==> src/rtl/pmw_pkg.sv <==
package pmw_pkg;

   // ************************************************************
   // Register map and field layout
   // ************************************************************
   localparam int ADDR_W = 8;
   localparam logic [ADDR_W-1:0] MODE_CTRL_OFS = 8'h00;
   localparam logic [ADDR_W-1:0] SYS_CTRL_OFS = 8'h04;
   localparam logic [ADDR_W-1:0] OSC_CFG_OFS = 8'h08;
   localparam logic [ADDR_W-1:0] STATUS_OFS = 8'h0c;
   localparam logic [7:0] MODE_CTRL_RESET = 8'h03;
   localparam logic [7:0] SYS_CTRL_RESET = 8'h00;
   localparam logic [7:0] OSC_CFG_RESET = 8'h0c;
   localparam int DIV_LSB = 5;
   localparam int FAST_BIT = 4;
   localparam int LRDY_BIT = 3;
   localparam int HRDY_BIT = 2;
   localparam int IDLE_BIT = 1;
   localparam int HSEL_BIT = 0;
   localparam int KEEP_BIT = 7;
   localparam int HS_RC_BIT = 0;
   localparam int SUB_RC_BIT = 1;
   localparam int WDT_EN_BIT = 2;
   localparam int WDT_SUB_BIT = 3;
   localparam int LVD_EN_BIT = 4;
   localparam int PDF_BIT = 0;
   localparam int TO_BIT = 1;
   localparam int STATE_LSB = 4;

   // ************************************************************
   // Oscillator stabilisation counts, in oscillator cycles
   // ************************************************************
   localparam int CNT_W = 11;
   localparam logic [CNT_W-1:0] HXT_STABLE_TICKS = 11'h400;
   localparam logic [CNT_W-1:0] HIGH_SPEED_RC_STABLE_TICKS = 11'h010;
   localparam logic [CNT_W-1:0] LXT_STABLE_TICKS = 11'h400;
   localparam logic [CNT_W-1:0] LOW_SPEED_RC_STABLE_TICKS = 11'h002;

   // ************************************************************
   // Types
   // ************************************************************
   typedef enum logic [2:0] {ST_RUN, ST_DEEP, ST_SUBHALT, ST_IDLE_STOP, ST_IDLE_RUN, ST_WAKE, ST_FAST} pmw_state_type;

   typedef struct packed {
      logic [2:0] div;
      logic fast;
      logic idle;
      logic hsel;
   } pmw_mode_type;

   typedef struct packed {
      logic lvd_en;
      logic wdt_from_sub;
      logic wdt_en;
      logic sub_is_rc;
      logic hs_is_rc;
   } pmw_cfg_type;

   // Divider codes 000 and 001 with the high-speed select low pick the sub-clock.
   function automatic logic sub_selected(input pmw_mode_type m);
      sub_selected = ~m.hsel & (m.div[2:1] == 2'b00);
   endfunction

endpackage

==> src/rtl/pmw_ctrl.sv <==
// Design decisions made here: the register addresses and the APB interface to the registers.
`timescale 1ns/100ps
// How it works
// RULE_01: Fast wake-up only applies leaving sub-clock halt or idle-stopped state, never deep halt.
// RULE_02: The fast-wake enable bit in the mode control register turns fast wake-up on.
// RULE_03: Crystal system clock with fast wake: run on sub-clock until crystal is ready.
// RULE_04: RC system clocks wake after their stabilisation count, fast-wake bit ignored.
// RULE_05: With watchdog off both low-speed oscillators stop, so deep halt has no fast wake.
// RULE_06: Halt picks idle or sleep from idle-enable and clock-keep; select bits pick speed.
// RULE_07: Sub-clock as system clock stops the high-speed oscillator and its /16 /64 taps.
// RULE_08: Software enters slow mode by clearing high-speed select with divider 000 or 001.
// RULE_09: Slow mode switches over only once the low-speed ready flag is high.
// RULE_10: Full speed returns on select or divider 010-111, after the high-speed ready flag; code switches early with watchdog, detector and fast wake off.
// RULE_11: Deep halt needs idle-enable low and both watchdog and voltage detector off.
// RULE_12: Deep halt stops system clock and sub-clock, clears and stops the watchdog.
// RULE_13: Any halt freezes the CPU, sets power-down flag and clears timeout flag.
// RULE_14: Idle-enable low with watchdog or detector on gives sub-clock halt.
// RULE_15: In sub-clock halt a sub-clocked enabled watchdog is cleared and keeps counting.
// RULE_16: Idle-enable high, clock-keep low gives idle with system clock stopped.
// RULE_17: In that idle state a sub-clocked watchdog runs, a system-clocked one stops.
// RULE_18: Divider codes 000/001 pick the sub-clock, 010-111 high speed divided 64 down to 2.
// RULE_19: Low-speed ready rises 1024 crystal or two RC cycles after wake; low in deep halt.
// RULE_20: Waking from idle with clock kept resumes within one to two running cycles.
module pmw_ctrl import pmw_pkg::*; (
   input wire logic clock,
   input wire logic rstn,
   input wire logic psel,
   input wire logic penable,
   input wire logic pwrite,
   input wire logic [ADDR_W-1:0] paddr,
   input wire logic [31:0] pwdata,
   output logic [31:0] prdata,
   output logic pready,
   output logic pslverr,
   input wire logic hs_tick,
   input wire logic sub_tick,
   input wire logic halt_req,
   input wire logic wake_req,
   input wire logic clr_wdt_req,
   input wire logic wdt_timeout,
   output logic cpu_clk_en,
   output logic sys_clk_en,
   output logic hs_osc_on,
   output logic sub_osc_on,
   output logic hs_div16_en,
   output logic hs_div64_en,
   output logic wdt_clear,
   output logic wdt_run,
   output logic halted,
   output logic power_down_flag,
   output logic watchdog_timeout_flag
);

   // ************************************************************
   // Declarations
   // ************************************************************
   pmw_state_type state_reg, state_next;
   pmw_mode_type mode_reg;
   pmw_cfg_type cfg_reg;
   logic idle_sysclk_keep_reg;
   logic tick_seen_reg, tick_seen_next;
   logic high_osc_ready_flag, low_osc_ready_flag;
   logic div_pulse, div16_pulse, div64_pulse;
   logic sub_sel, run_on_sub, halt_stop, hs_on_next, sub_on_next;
   logic halt_take, wake_fast, wake_target_ok, wake_tick;
   logic clk_pick, cpu_en_next, sys_en_next, wdt_run_next;
   logic pdf_next, to_next;
   logic [CNT_W-1:0] hs_limit, sub_limit;
   logic apb_setup, apb_write, known_addr;
   logic [31:0] rd_word;
   logic pready_next;

   // ************************************************************
   // Clock source decisions
   // ************************************************************
   assign sub_sel = sub_selected(mode_reg); // RULE_18 RULE_08
   // The core stays on the old source until the new one reports ready, except on leaving the sub-clock with watchdog, detector and fast wake all off.
   assign run_on_sub = low_osc_ready_flag && (sub_sel || !high_osc_ready_flag); // RULE_09 RULE_10
   assign halt_stop = state_reg == ST_DEEP || state_reg == ST_SUBHALT || state_reg == ST_IDLE_STOP;
   assign hs_on_next = !halt_stop && !(sub_sel && low_osc_ready_flag); // RULE_07
   // Low-speed oscillators only run when something needs them.
   assign sub_on_next = state_reg != ST_DEEP
      && (cfg_reg.wdt_en || cfg_reg.lvd_en || sub_sel || mode_reg.fast); // RULE_05 RULE_12
   assign hs_limit = cfg_reg.hs_is_rc ? HIGH_SPEED_RC_STABLE_TICKS : HXT_STABLE_TICKS; // RULE_04
   assign sub_limit = cfg_reg.sub_is_rc ? LOW_SPEED_RC_STABLE_TICKS : LXT_STABLE_TICKS; // RULE_19
   // Selected rate: full high speed, divided high speed, or sub-clock.
   assign clk_pick = run_on_sub ? sub_tick : (mode_reg.hsel ? hs_tick : div_pulse); // RULE_06 RULE_18

   // ************************************************************
   // Oscillator stabilisation and division
   // ************************************************************
   pmw_osc_timer #(.W(CNT_W)) u_hs_timer (
      .clock(clock),
      .rstn(rstn),
      .osc_on(hs_osc_on),
      .tick(hs_tick),
      .limit(hs_limit),
      .ready(high_osc_ready_flag)
   );

   pmw_osc_timer #(.W(CNT_W)) u_sub_timer (
      .clock(clock),
      .rstn(rstn),
      .osc_on(sub_osc_on),
      .tick(sub_tick),
      .limit(sub_limit),
      .ready(low_osc_ready_flag)
   );

   pmw_hs_divider #(.W(6)) u_div (
      .clock(clock),
      .rstn(rstn),
      .run(hs_osc_on),
      .tick(hs_tick),
      .div_code(mode_reg.div),
      .sel_pulse(div_pulse),
      .div16_pulse(div16_pulse),
      .div64_pulse(div64_pulse)
   );

   // ************************************************************
   // Operating mode sequencer
   // ************************************************************
   assign halt_take = state_reg == ST_RUN && halt_req;
   // Fast wake needs a live sub-clock and a crystal that still has to stabilise.
   assign wake_fast = (state_reg == ST_SUBHALT || state_reg == ST_IDLE_STOP) && mode_reg.fast
      && !cfg_reg.hs_is_rc && !sub_sel && sub_osc_on; // RULE_01 RULE_02 RULE_03 RULE_04
   assign wake_target_ok = sub_sel ? low_osc_ready_flag : high_osc_ready_flag; // RULE_19
   assign wake_tick = sub_sel ? sub_tick : hs_tick;
   assign tick_seen_next = state_reg == ST_WAKE && (tick_seen_reg || (wake_target_ok && wake_tick));

   always_comb begin
      state_next = state_reg;
      unique case (state_reg)
         ST_RUN: begin
            if (halt_req) begin
               if (mode_reg.idle) begin
                  state_next = idle_sysclk_keep_reg ? ST_IDLE_RUN : ST_IDLE_STOP; // RULE_06 RULE_16
               end else if (cfg_reg.wdt_en || cfg_reg.lvd_en) begin
                  state_next = ST_SUBHALT; // RULE_14
               end else begin
                  state_next = ST_DEEP; // RULE_11
               end
            end
         end
         ST_DEEP, ST_SUBHALT, ST_IDLE_STOP, ST_IDLE_RUN: begin
            if (wake_req) begin
               state_next = wake_fast ? ST_FAST : ST_WAKE;
            end
         end
         ST_WAKE: begin
            // Resume after the target source is stable plus one of its own edges.
            if (tick_seen_reg) begin
               state_next = ST_RUN; // RULE_20 RULE_04
            end
         end
         ST_FAST: begin
            if (high_osc_ready_flag) begin
               state_next = ST_RUN; // RULE_03
            end
         end
         // The one unused code falls back to run rather than locking the core up.
         default: begin
            state_next = ST_RUN;
         end
      endcase
   end

   // ************************************************************
   // Clock enables, watchdog control and status flags
   // ************************************************************
   assign cpu_en_next = (state_reg == ST_RUN && clk_pick) || (state_reg == ST_FAST && sub_tick); // RULE_13 RULE_03
   assign sys_en_next = cpu_en_next || (state_reg == ST_IDLE_RUN && clk_pick);
   assign wdt_run_next = cfg_reg.wdt_en && state_reg != ST_DEEP
      && (!(state_reg == ST_SUBHALT || state_reg == ST_IDLE_STOP) || cfg_reg.wdt_from_sub); // RULE_12 RULE_15 RULE_17
   // A halt arriving with a clear sets the flag; a timeout beats a clear of its flag.
   assign pdf_next = halt_take || (power_down_flag && !clr_wdt_req); // RULE_13
   assign to_next = wdt_timeout || (watchdog_timeout_flag && !halt_take && !clr_wdt_req); // RULE_13

   always_ff @(posedge clock) begin
      if (!rstn) begin
         state_reg <= ST_RUN;
         tick_seen_reg <= 1'b0;
         cpu_clk_en <= 1'b0;
         sys_clk_en <= 1'b0;
         hs_osc_on <= 1'b1;
         sub_osc_on <= 1'b0;
         hs_div16_en <= 1'b0;
         hs_div64_en <= 1'b0;
         wdt_clear <= 1'b0;
         wdt_run <= 1'b0;
         halted <= 1'b0;
         power_down_flag <= 1'b0;
         watchdog_timeout_flag <= 1'b0;
      end else begin
         state_reg <= state_next;
         tick_seen_reg <= tick_seen_next;
         cpu_clk_en <= cpu_en_next;
         sys_clk_en <= sys_en_next;
         hs_osc_on <= hs_on_next;
         sub_osc_on <= sub_on_next;
         hs_div16_en <= div16_pulse && hs_osc_on; // RULE_07
         hs_div64_en <= div64_pulse && hs_osc_on; // RULE_07
         wdt_clear <= halt_take; // RULE_12 RULE_15 RULE_17
         wdt_run <= wdt_run_next;
         halted <= state_next != ST_RUN && state_next != ST_FAST; // RULE_13
         power_down_flag <= pdf_next;
         watchdog_timeout_flag <= to_next;
      end
   end

   // ************************************************************
   // APB slave
   // ************************************************************
   // One wait state keeps pready and prdata straight from flip-flops.
   assign apb_setup = psel && penable && !pready;
   assign apb_write = psel && penable && pready && pwrite;
   assign known_addr = paddr == MODE_CTRL_OFS || paddr == SYS_CTRL_OFS
      || paddr == OSC_CFG_OFS || paddr == STATUS_OFS;
   assign pready_next = apb_setup;

   always_comb begin
      rd_word = 32'h0000_0000;
      unique case (paddr)
         MODE_CTRL_OFS: begin
            rd_word[7:0] = {mode_reg.div, mode_reg.fast, low_osc_ready_flag, high_osc_ready_flag,
                            mode_reg.idle, mode_reg.hsel};
         end
         SYS_CTRL_OFS: begin
            rd_word[KEEP_BIT] = idle_sysclk_keep_reg;
         end
         OSC_CFG_OFS: begin
            rd_word[4:0] = cfg_reg;
         end
         STATUS_OFS: begin
            rd_word[PDF_BIT] = power_down_flag;
            rd_word[TO_BIT] = watchdog_timeout_flag;
            rd_word[STATE_LSB +: 3] = state_reg;
         end
         default: begin
            rd_word = 32'h0000_0000;
         end
      endcase
   end

   always_ff @(posedge clock) begin
      if (!rstn) begin
         pready <= 1'b0;
         pslverr <= 1'b0;
         prdata <= 32'h0000_0000;
      end else begin
         pready <= pready_next;
         pslverr <= apb_setup && !known_addr;
         prdata <= (apb_setup && !pwrite) ? rd_word : 32'h0000_0000;
      end
   end

   // Software-writable bits; the ready flags in the mode word are read only.
   always_ff @(posedge clock) begin
      if (!rstn) begin
         mode_reg <= pmw_mode_type'({MODE_CTRL_RESET[7:4], MODE_CTRL_RESET[1:0]});
         idle_sysclk_keep_reg <= SYS_CTRL_RESET[KEEP_BIT];
         cfg_reg <= pmw_cfg_type'(OSC_CFG_RESET[4:0]);
      end else if (apb_write && paddr == MODE_CTRL_OFS) begin
         mode_reg <= pmw_mode_type'({pwdata[7:DIV_LSB], pwdata[FAST_BIT], pwdata[IDLE_BIT], pwdata[HSEL_BIT]}); // RULE_02
      end else if (apb_write && paddr == SYS_CTRL_OFS) begin
         idle_sysclk_keep_reg <= pwdata[KEEP_BIT];
      end else if (apb_write && paddr == OSC_CFG_OFS) begin
         cfg_reg <= pmw_cfg_type'(pwdata[LVD_EN_BIT:HS_RC_BIT]);
      end
   end

endmodule // pmw_ctrl

==> src/rtl/pmw_osc_timer.sv <==
`timescale 1ns/100ps
module pmw_osc_timer import pmw_pkg::*; #(
   parameter int W = CNT_W
) (
   input wire logic clock,
   input wire logic rstn,
   input wire logic osc_on,
   input wire logic tick,
   input wire logic [W-1:0] limit,
   output logic ready
);
   if (W < 2) begin : g_chk
      $error("pmw_osc_timer: counter too narrow");
   end

   logic [W-1:0] cnt_reg;
   logic [W-1:0] cnt_next;
   logic ready_next;

   // ************************************************************
   // Stabilisation count
   // ************************************************************
   // A stopped oscillator loses its count, so every restart pays the full time.
   assign cnt_next = !osc_on ? '0 : (tick && !ready) ? W'(cnt_reg + 1'b1) : cnt_reg;
   assign ready_next = osc_on && (ready || (tick && W'(cnt_reg + 1'b1) >= limit));

   always_ff @(posedge clock) begin
      if (!rstn) begin
         cnt_reg <= '0;
         ready <= 1'b0;
      end else begin
         cnt_reg <= cnt_next;
         ready <= ready_next;
      end
   end
endmodule // pmw_osc_timer

==> src/rtl/pmw_hs_divider.sv <==
`timescale 1ns/100ps
module pmw_hs_divider import pmw_pkg::*; #(
   parameter int W = 6
) (
   input wire logic clock,
   input wire logic rstn,
   input wire logic run,
   input wire logic tick,
   input wire logic [2:0] div_code,
   output logic sel_pulse,
   output logic div16_pulse,
   output logic div64_pulse
);
   if (W != 6) begin : g_chk
      $error("pmw_hs_divider: six stages are needed for divide by 64");
   end

   logic [W-1:0] cnt_reg;
   logic [W-1:0] mask;
   logic [3:0] shift;

   // ************************************************************
   // Tap selection
   // ************************************************************
   // Code 010 divides by 64 and each step up halves the ratio.
   assign shift = 4'd8 - {1'b0, div_code};
   assign mask = W'((7'h01 << shift) - 7'h01);

   // The whole chain clears and stays at zero while the oscillator is off, so the /16 and /64 taps stop too.
   always_ff @(posedge clock) begin
      if (!rstn || !run) begin
         cnt_reg <= '0;
         sel_pulse <= 1'b0;
         div16_pulse <= 1'b0;
         div64_pulse <= 1'b0;
      end else begin
         cnt_reg <= tick ? W'(cnt_reg + 1'b1) : cnt_reg;
         sel_pulse <= tick && ((cnt_reg & mask) == mask);
         div16_pulse <= tick && (cnt_reg[3:0] == 4'hf);
         div64_pulse <= tick && (cnt_reg == 6'h3f);
      end
   end
endmodule // pmw_hs_divider

==> config.mk <==
export PLATFORM = sky130hd
export DESIGN_NAME = pmw_ctrl
export DESIGN_NICKNAME = d
export VERILOG_FILES = /design/src/rtl/pmw_pkg.sv /design/src/rtl/pmw_ctrl.sv /design/src/rtl/pmw_osc_timer.sv /design/src/rtl/pmw_hs_divider.sv
export SDC_FILE = /design/constraint.sdc
export NUM_CORES = 1
export LEC_CHECK = 0
export ABC_AREA = 1
export BUFFER_PORTS_ARGS = -buffer_cell sky130_fd_sc_hd__buf_2
export CAP_MARGIN = 40
export CORE_MARGIN = 5
export CORE_UTILIZATION = 48
export DETAILED_ROUTE_END_ITERATION = 6
export PLACE_DENSITY_LB_ADDON = 0.2
export SLEW_MARGIN = 20
export SYNTH_ARGS = -nofsm -noshare
export SYNTH_HDL_FRONTEND = slang
export SYNTH_SLANG_ARGS = --single-unit
==> constraint.sdc <==
create_clock -name clock -period 1.65 [get_ports clock]
set_input_delay 0.2475 -clock clock [delete_from_list [all_inputs] [get_ports clock]]
set_output_delay 0.2475 -clock clock [all_outputs]
set_load 0.01 [all_outputs]
# Word-level counts from Yosys, hierarchy flattened
# Index checks and enable logic that the tools add are counted.
[classes] bitwise_logic=5 n_addsub=5 n_eq_ne=14 order_cmp=2 shifts=1 reduce_logical=83 n_mux=20
[op_table] operator="logical AND 1 bit" count=40
[op_table] operator="adder 11 x 1 -> 11 bit, second input constant" count=2
[op_table] operator="greater-or-equal comparator 11 bit" count=2
[op_table] operator="2-to-1 mux 11 bit" count=2
[op_table] operator="logical OR 1 bit" count=19
[op_table] operator="2-to-1 mux 3 bit" count=6
[op_table] operator="== test 8 x 4 -> 1 bit, second input constant" count=2
[op_table] operator="zero test 1 bit" count=14
[op_table] operator="one-hot mux 3 bit (4 select lines)" count=1
[op_table] operator="== test 3 bit, second input constant" count=3
[op_table] operator="== test 8 x 3 -> 1 bit, second input constant" count=1
[op_table] operator="zero test 8 bit" count=1
[op_table] operator="one-hot mux 2 bit (2 select lines)" count=2
[op_table] operator="AND reduction 2 bit" count=4
[op_table] operator="adder 6 x 1 -> 6 bit, second input constant" count=1
[op_table] operator="bitwise AND 6 bit" count=1
[op_table] operator="== test 3 x 2 -> 1 bit, second input constant" count=2
[op_table] operator="== test 6 bit" count=1
[op_table] operator="== test 6 bit, second input constant" count=1
[op_table] operator="one-hot mux 2 bit (3 select lines)" count=1
[op_table] operator="<< shifter 1 x 4 -> 6 bit, first input constant" count=1
[op_table] operator="subtractor 6 x 1 -> 6 bit, second input constant" count=1
[op_table] operator="== test 4 bit, second input constant" count=1
[op_table] operator="2-to-1 mux 1 bit" count=4
[op_table] operator="14 further kinds" count=17
[word_totals] output_inout_bits=45 input_bits=51 reg_bits=94

# Longest topological paths before layout
[depth] depth_word=11 depth_mapped=15 mapped_depth_nobuf=15

# By module
# A second synthesis with hierarchy kept.
[hier_totals] cells_unflattened=616 hier_area_um2=4240.3
[modules_own_cells] module="pmw_ctrl" area_each_um2=1926.8 cells_each=276 seq_area_each_um2=740.7 instances=1
[modules_own_cells] module="pmw_osc_timer" area_each_um2=928.4 cells_each=137 seq_area_each_um2=240.2 instances=2
[modules_own_cells] module="pmw_hs_divider" area_each_um2=456.7 cells_each=66 seq_area_each_um2=180.2 instances=1

# Least setup slack after synthesis
# OpenSTA, ideal clock, no wires.
[synth_path] kind="reg-to-reg" startpoint="reg u_hs_timer.cnt_reg[1]" endpoint="reg u_hs_timer.ready" path_buffers=0 path_stages_with_launch=16 path_slack_ns=-0.131 required_time_ns=1.579 t_arrival_ns=1.710 setup_time_ns=0.071 cell_sequence="dfxtp_1 ha_1 nand3_1 xor2_1 inv_1 ha_1 nand2_1 inv_1 nand2_1 o21ai_0 nor2_1 nand3_1 nand2_1 nand2_1 nand2_1 a21oi_1"
[synth_via] elab_chain_cells=5
[synth_rtl] item="start, declared" line_no="pmw_osc_timer.sv:16" rtl="logic [W-1:0] cnt_reg;"
[synth_rtl] item="start signal, assigned" line_no="pmw_osc_timer.sv:32" rtl="cnt_reg <= cnt_next;"
[synth_rtl] item="adder 11 x 1 -> 11 bit" line_no="pmw_osc_timer.sv:25" rtl="assign ready_next = osc_on && (ready || (tick && W'(cnt_reg + 1'b1) >= limit));"
[synth_rtl] item="greater-or-equal comparator 11 bit" line_no="pmw_osc_timer.sv:25"
[synth_rtl] item="logical AND 1 bit" line_no="pmw_osc_timer.sv:25"
[synth_rtl] item="logical OR 1 bit" line_no="pmw_osc_timer.sv:25"
[synth_rtl] item="logical AND 1 bit" line_no="pmw_osc_timer.sv:25"
[synth_rtl] item="end signal, assigned" line_no="pmw_osc_timer.sv:33" rtl="ready <= ready_next;"
[synth_rtl] item="end, declared" line_no="pmw_osc_timer.sv:10" rtl="output logic ready"
# Every way passes these cells.
# A chain may end at the register's enable or synchronous reset.

# Worst setup path in the final report
# Same ends and word-level chain as after synthesis.

==> results.md <==
- The detailed router's first-iteration violation count is 194.
- The checks that failed: negative setup slack.
- The CTS tree is done.
- In this run the worst hold path is classified as in2reg.
- After detailed routing, the average wire length per cell comes to 11.9 um.
- Setup repair after global routing could not meet its margin everywhere.
- Measured along the y axis, the die boundary spans 97.0 um.
- The all-layer global routing usage is 17.9%.
- The final hold slack is 125 ps.
- The clock net in this run drives a total of 70 sinks.
- The critical path launch point type is a register.
- Counting both buffers and inverters, the worst setup path holds a total of 2.
- The worst register-to-register path ends at u_hs_timer.ready.
- 96 I/O pins were placed.
- The worst setup path startpoint is u_hs_timer.cnt_reg[1].
- The termination of the worst setup path is u_hs_timer.ready.
- The final estimated routing congestion in global placement is 0.894.
- Of the cells placed in the final design, the portion with a size suffix greater than 1 is 19.4%.
- Port buffering added 47 buffers.
- The largest clock skew in the final design is 7.29 ps.
- The signal on the critical path passes through ha_4, nand3_2, xor2_1, inv_1, ha_1, nand2_1, inv_1, nand2_1, o21ai_1, nor2_1, nand3_1, nand2_1, nand2_1, nand2_1, a21oi_2.
- The half-perimeter wire length of the detailed placement result is 6600 um.
- The number of flops mapped to enable cells by yosys is 0.
- Summed over all cells, the static leakage comes to 2.16 nW.
- The area growth from synthesis to layout is 19.6%.
- The post-detailed-route count of antenna-violating nets is 0.
- The maximum cell stage delay along the critical path is 350 ps.
- The top achievable clock speed is 550 MHz.
- After synthesis, the largest family of logic cells by area is simple AND/OR/NAND/NOR gates.
- The initial antenna violation count came to 0.
- The top fanout value on the critical path is 3.
- The clock passes through at most 2 buffers.
- The count of mapped cells out of synthesis is 532.
- For this design, the slowest cell found on the critical path is sky130_fd_sc_hd__dfxtp_4.
- The cell that appears most often on the critical path is sky130_fd_sc_hd__nand2_1.
- The number of global-route vias before repair is 3182.
- Entering global routing, the biggest net connects 14 pins.
- The clock tree synthesis step divided the H-tree into 3 levels.
- At the worst endpoint, the arrival time is 2050 ps.
- The startpoint of the lowest-slack register-to-register path is u_hs_timer.cnt_reg[1].
- The basic-gate share of the synthesized area counting and, or, nand and nor cells is 26.3%.
- The yosys synthesis warning count is 0.
- In the post-route analysis, the smallest setup slack over all paths is -167 ps.
- The root cell of the clock tree is sky130_fd_sc_hd__clkbuf_8.
- The max-slew violation total from the final report came to 0.
- The kind of critical path is reg2reg.
- Yosys attributes the largest share of cell area to sky130_fd_sc_hd__dfxtp_1 (39%), sky130_fd_sc_hd__nand2_1 (12%), sky130_fd_sc_hd__inv_1 (9.5%).
- For this run the aggregate overflow at the end of global routing stands at 0.
- The run finished, with violations left.
- The synthesized netlist devotes 15.2% of its cell area to compound gates.
- Setup violations remaining at the end of the flow were counted as 2.
- Clock tree synthesis inserted a total of 9 buffers.
- The first global-routing pass estimated 14200 um of wire.
- The first-pass iteration count of the detailed router is 5.
- The number of antenna diodes in the final layout is 0.
- The fraction of the mapped netlist area in adder cells is 3.10%.
- Once the floorplan was initialized, standard cells occupied 49.6% of the core.
- The net count of the finished layout is 672.
- The overall power consumption is 4.22 mW.
- Summed over all instances, the cell type with the most area after synthesis is sky130_fd_sc_hd__dfxtp_1.
- The required time of the critical path is 1880 ps.
- The count of max-cap constraint violations is 0.
- The largest voltage drop on the vdd net is 0.000988 V.
- The top cell family by delay on the critical path is simple AND/OR/NAND/NOR gates.
- After synthesis the cells add up to 3630 um^2.
- The overall die width is 97.0 um.
- The area share of xor/xnor cells in the synthesized design is 0.964%.
- The final hold violation count is 0.
- The multi-input combinational cells in the finished layout cover a total of 1820 um^2.
- The synthesized area per cell is 6.83 um^2.
- The total of fill cells in the finished design is 713.
- The worst setup path is captured at a register.
- The via count normalized by instance count is 4.91.
- Subtracting the final worst setup slack from the clock period gives 1820 ps.
- The number of remaining DRC errors is 0.
- The distinct cell type count of the synthesized netlist is 37.
- The die covers 9410 um^2.
- The pre-CTS worst setup slack is -176 ps.
- For this run, the leading register cell type out of synthesis is sky130_fd_sc_hd__dfxtp_1.
- The depth of the worst register-to-register path is 15.
- The final cycle utilization of the critical path is 110%.
- Sequential elements use 38.6% of the synthesized area.
- The detailed router placed 3518 vias in this run.
- Counting buffers and inverters, the worst setup path is 15 cells deep.
- The total wire length after detailed routing is 8520 um.
- The area of the placeable core is 7330 um^2.
- The number of rows in the core area is 31.
- The register bit total from synthesis is 70.
- Summing all flip-flop and latch instances after layout gives 1410 um^2.
- In this run, post-CTS hold repair placed 0 buffers.
- After synthesis, the share of flip-flops with an asynchronous set or reset is 0%.
- The setup check on the worst reg-to-reg path leaves a slack of -170 ps.
- Of the post-synthesis cell area, the part taken by muxes is 0%.
- The register clock-pin slew on the reported worst setup and hold paths is 70 ps.
- After synthesis, the largest area contributor takes up 38.6% of total cell area.
- The clock reaches the later pin of the worst-skew pair after 350 ps.
- Power spread over the standard cell area amounts to 972 nW/um^2.
[kinds of logic after synthesis]
logic type | after synthesis
adder cells (fa/ha/maj) | 9
flip-flops | 70
AND/OR/NAND/NOR | 219
XOR/XNOR | 4
buffers and inverters | 127
AO/OA/AOI/OAI | 101
other | 2
[per-layer routing]
metal | GRT usage, % | wire, um | share of wire (%) | up-vias
li1 | - | - | - | 1808
met1 | 23.7 | 4070 | 48 | 1606
met2 | 29.0 | 3910 | 46 | 95
met3 | 4.46 | 451 | 5.3 | 9
met4 | 4.54 | 87 | 1.0 | 0
met5 | 0 | 0 | 0 | -
[per-stage QoR]
| step | utilization [%] | instances | TNS [ps] | instance area, um^2 |
|---|---|---|---|---|
| detailed placement | 56.5 | 699 | -257 | 4140 |
| global placement | 56.5 | 699 | -176 | 4140 |
| global route | 59.3 | 716 | -551 | 4350 |
| CTS | 59.1 | 716 | -209 | 4330 |
| finish | 59.3 | 716 | -203 | 4350 |
| floorplan | - | 555 | -39.9 | 3770 |
[tightest hold or removal path, stage by stage]
cell,delay [ps]
sky130_fd_sc_hd__buf_2,70
sky130_fd_sc_hd__a31oi_1,30
sky130_fd_sc_hd__nor2_1,80
[layout by cell type (no fill, tap or decap), drive strengths merged, types with 11 or more instances in the layout]
cell and n:
nand3 27, inv 94, conb 25, nor3 11, a21oi 41, o21ai 41
buf 77, nor2 46, clkbuf 12, dfxtp 70, nand2 121
[synth_stat cells (2+ instances only)]
master and count:
sky130_fd_sc_hd__nor3_1 10, sky130_fd_sc_hd__a21oi_1 41, sky130_fd_sc_hd__inv_1 92, sky130_fd_sc_hd__o211ai_1 6, sky130_fd_sc_hd__nor2_1 42, sky130_fd_sc_hd__conb_1 2
sky130_fd_sc_hd__dfxtp_1 70, sky130_fd_sc_hd__o21ai_0 40, sky130_fd_sc_hd__nor4_1 2, sky130_fd_sc_hd__ha_1 9, sky130_fd_sc_hd__nand3_1 27, sky130_fd_sc_hd__xor2_1 4
sky130_fd_sc_hd__nor2_4 3, sky130_fd_sc_hd__a31oi_1 5, sky130_fd_sc_hd__buf_4 24, sky130_fd_sc_hd__nand4_1 8, sky130_fd_sc_hd__nand2_1 120, sky130_fd_sc_hd__o21bai_1 2
sky130_fd_sc_hd__clkbuf_1 6, sky130_fd_sc_hd__inv_2 2
[power breakdown]
part | leakage (nW) | switching (mW) | internal (mW)
clock network | 0.0861 | 0.651 | 0.580
registers | 0.573 | 0.129 | 1.86
logic | 1.50 | 0.634 | 0.369
[final cells by class]
class	count	area share [%]
clock inverters	4	0.518
multi-input cells	358	41.8
repair buffers	77	10.6
well taps	99	2.85
clock buffers	12	3.34
flip-flops and latches	70	32.5
inverters	96	8.38
[worst min path at each step]
stage,slack [ps],endpoint,depth (start not counted),start
after floorplan,360,mode_reg[0],2,pwdata[0]
after global placement,410,hs_div64_en,2,u_div.div64_pulse
after detailed placement,410,hs_div64_en,2,u_div.div64_pulse
after CTS,120,cfg_reg[3],3,pwdata[3]
after global routing,110,cfg_reg[3],3,pwdata[3]
final,130,watchdog_timeout_flag,3,wdt_timeout
[what timing repair did]
action                                  CTS  global route
setup buffers                             1             0
gates resized for setup                   4             4
pin swaps                                10            11
endpoints found under the setup margin    2             7
(Power assumes the default switching activity.)
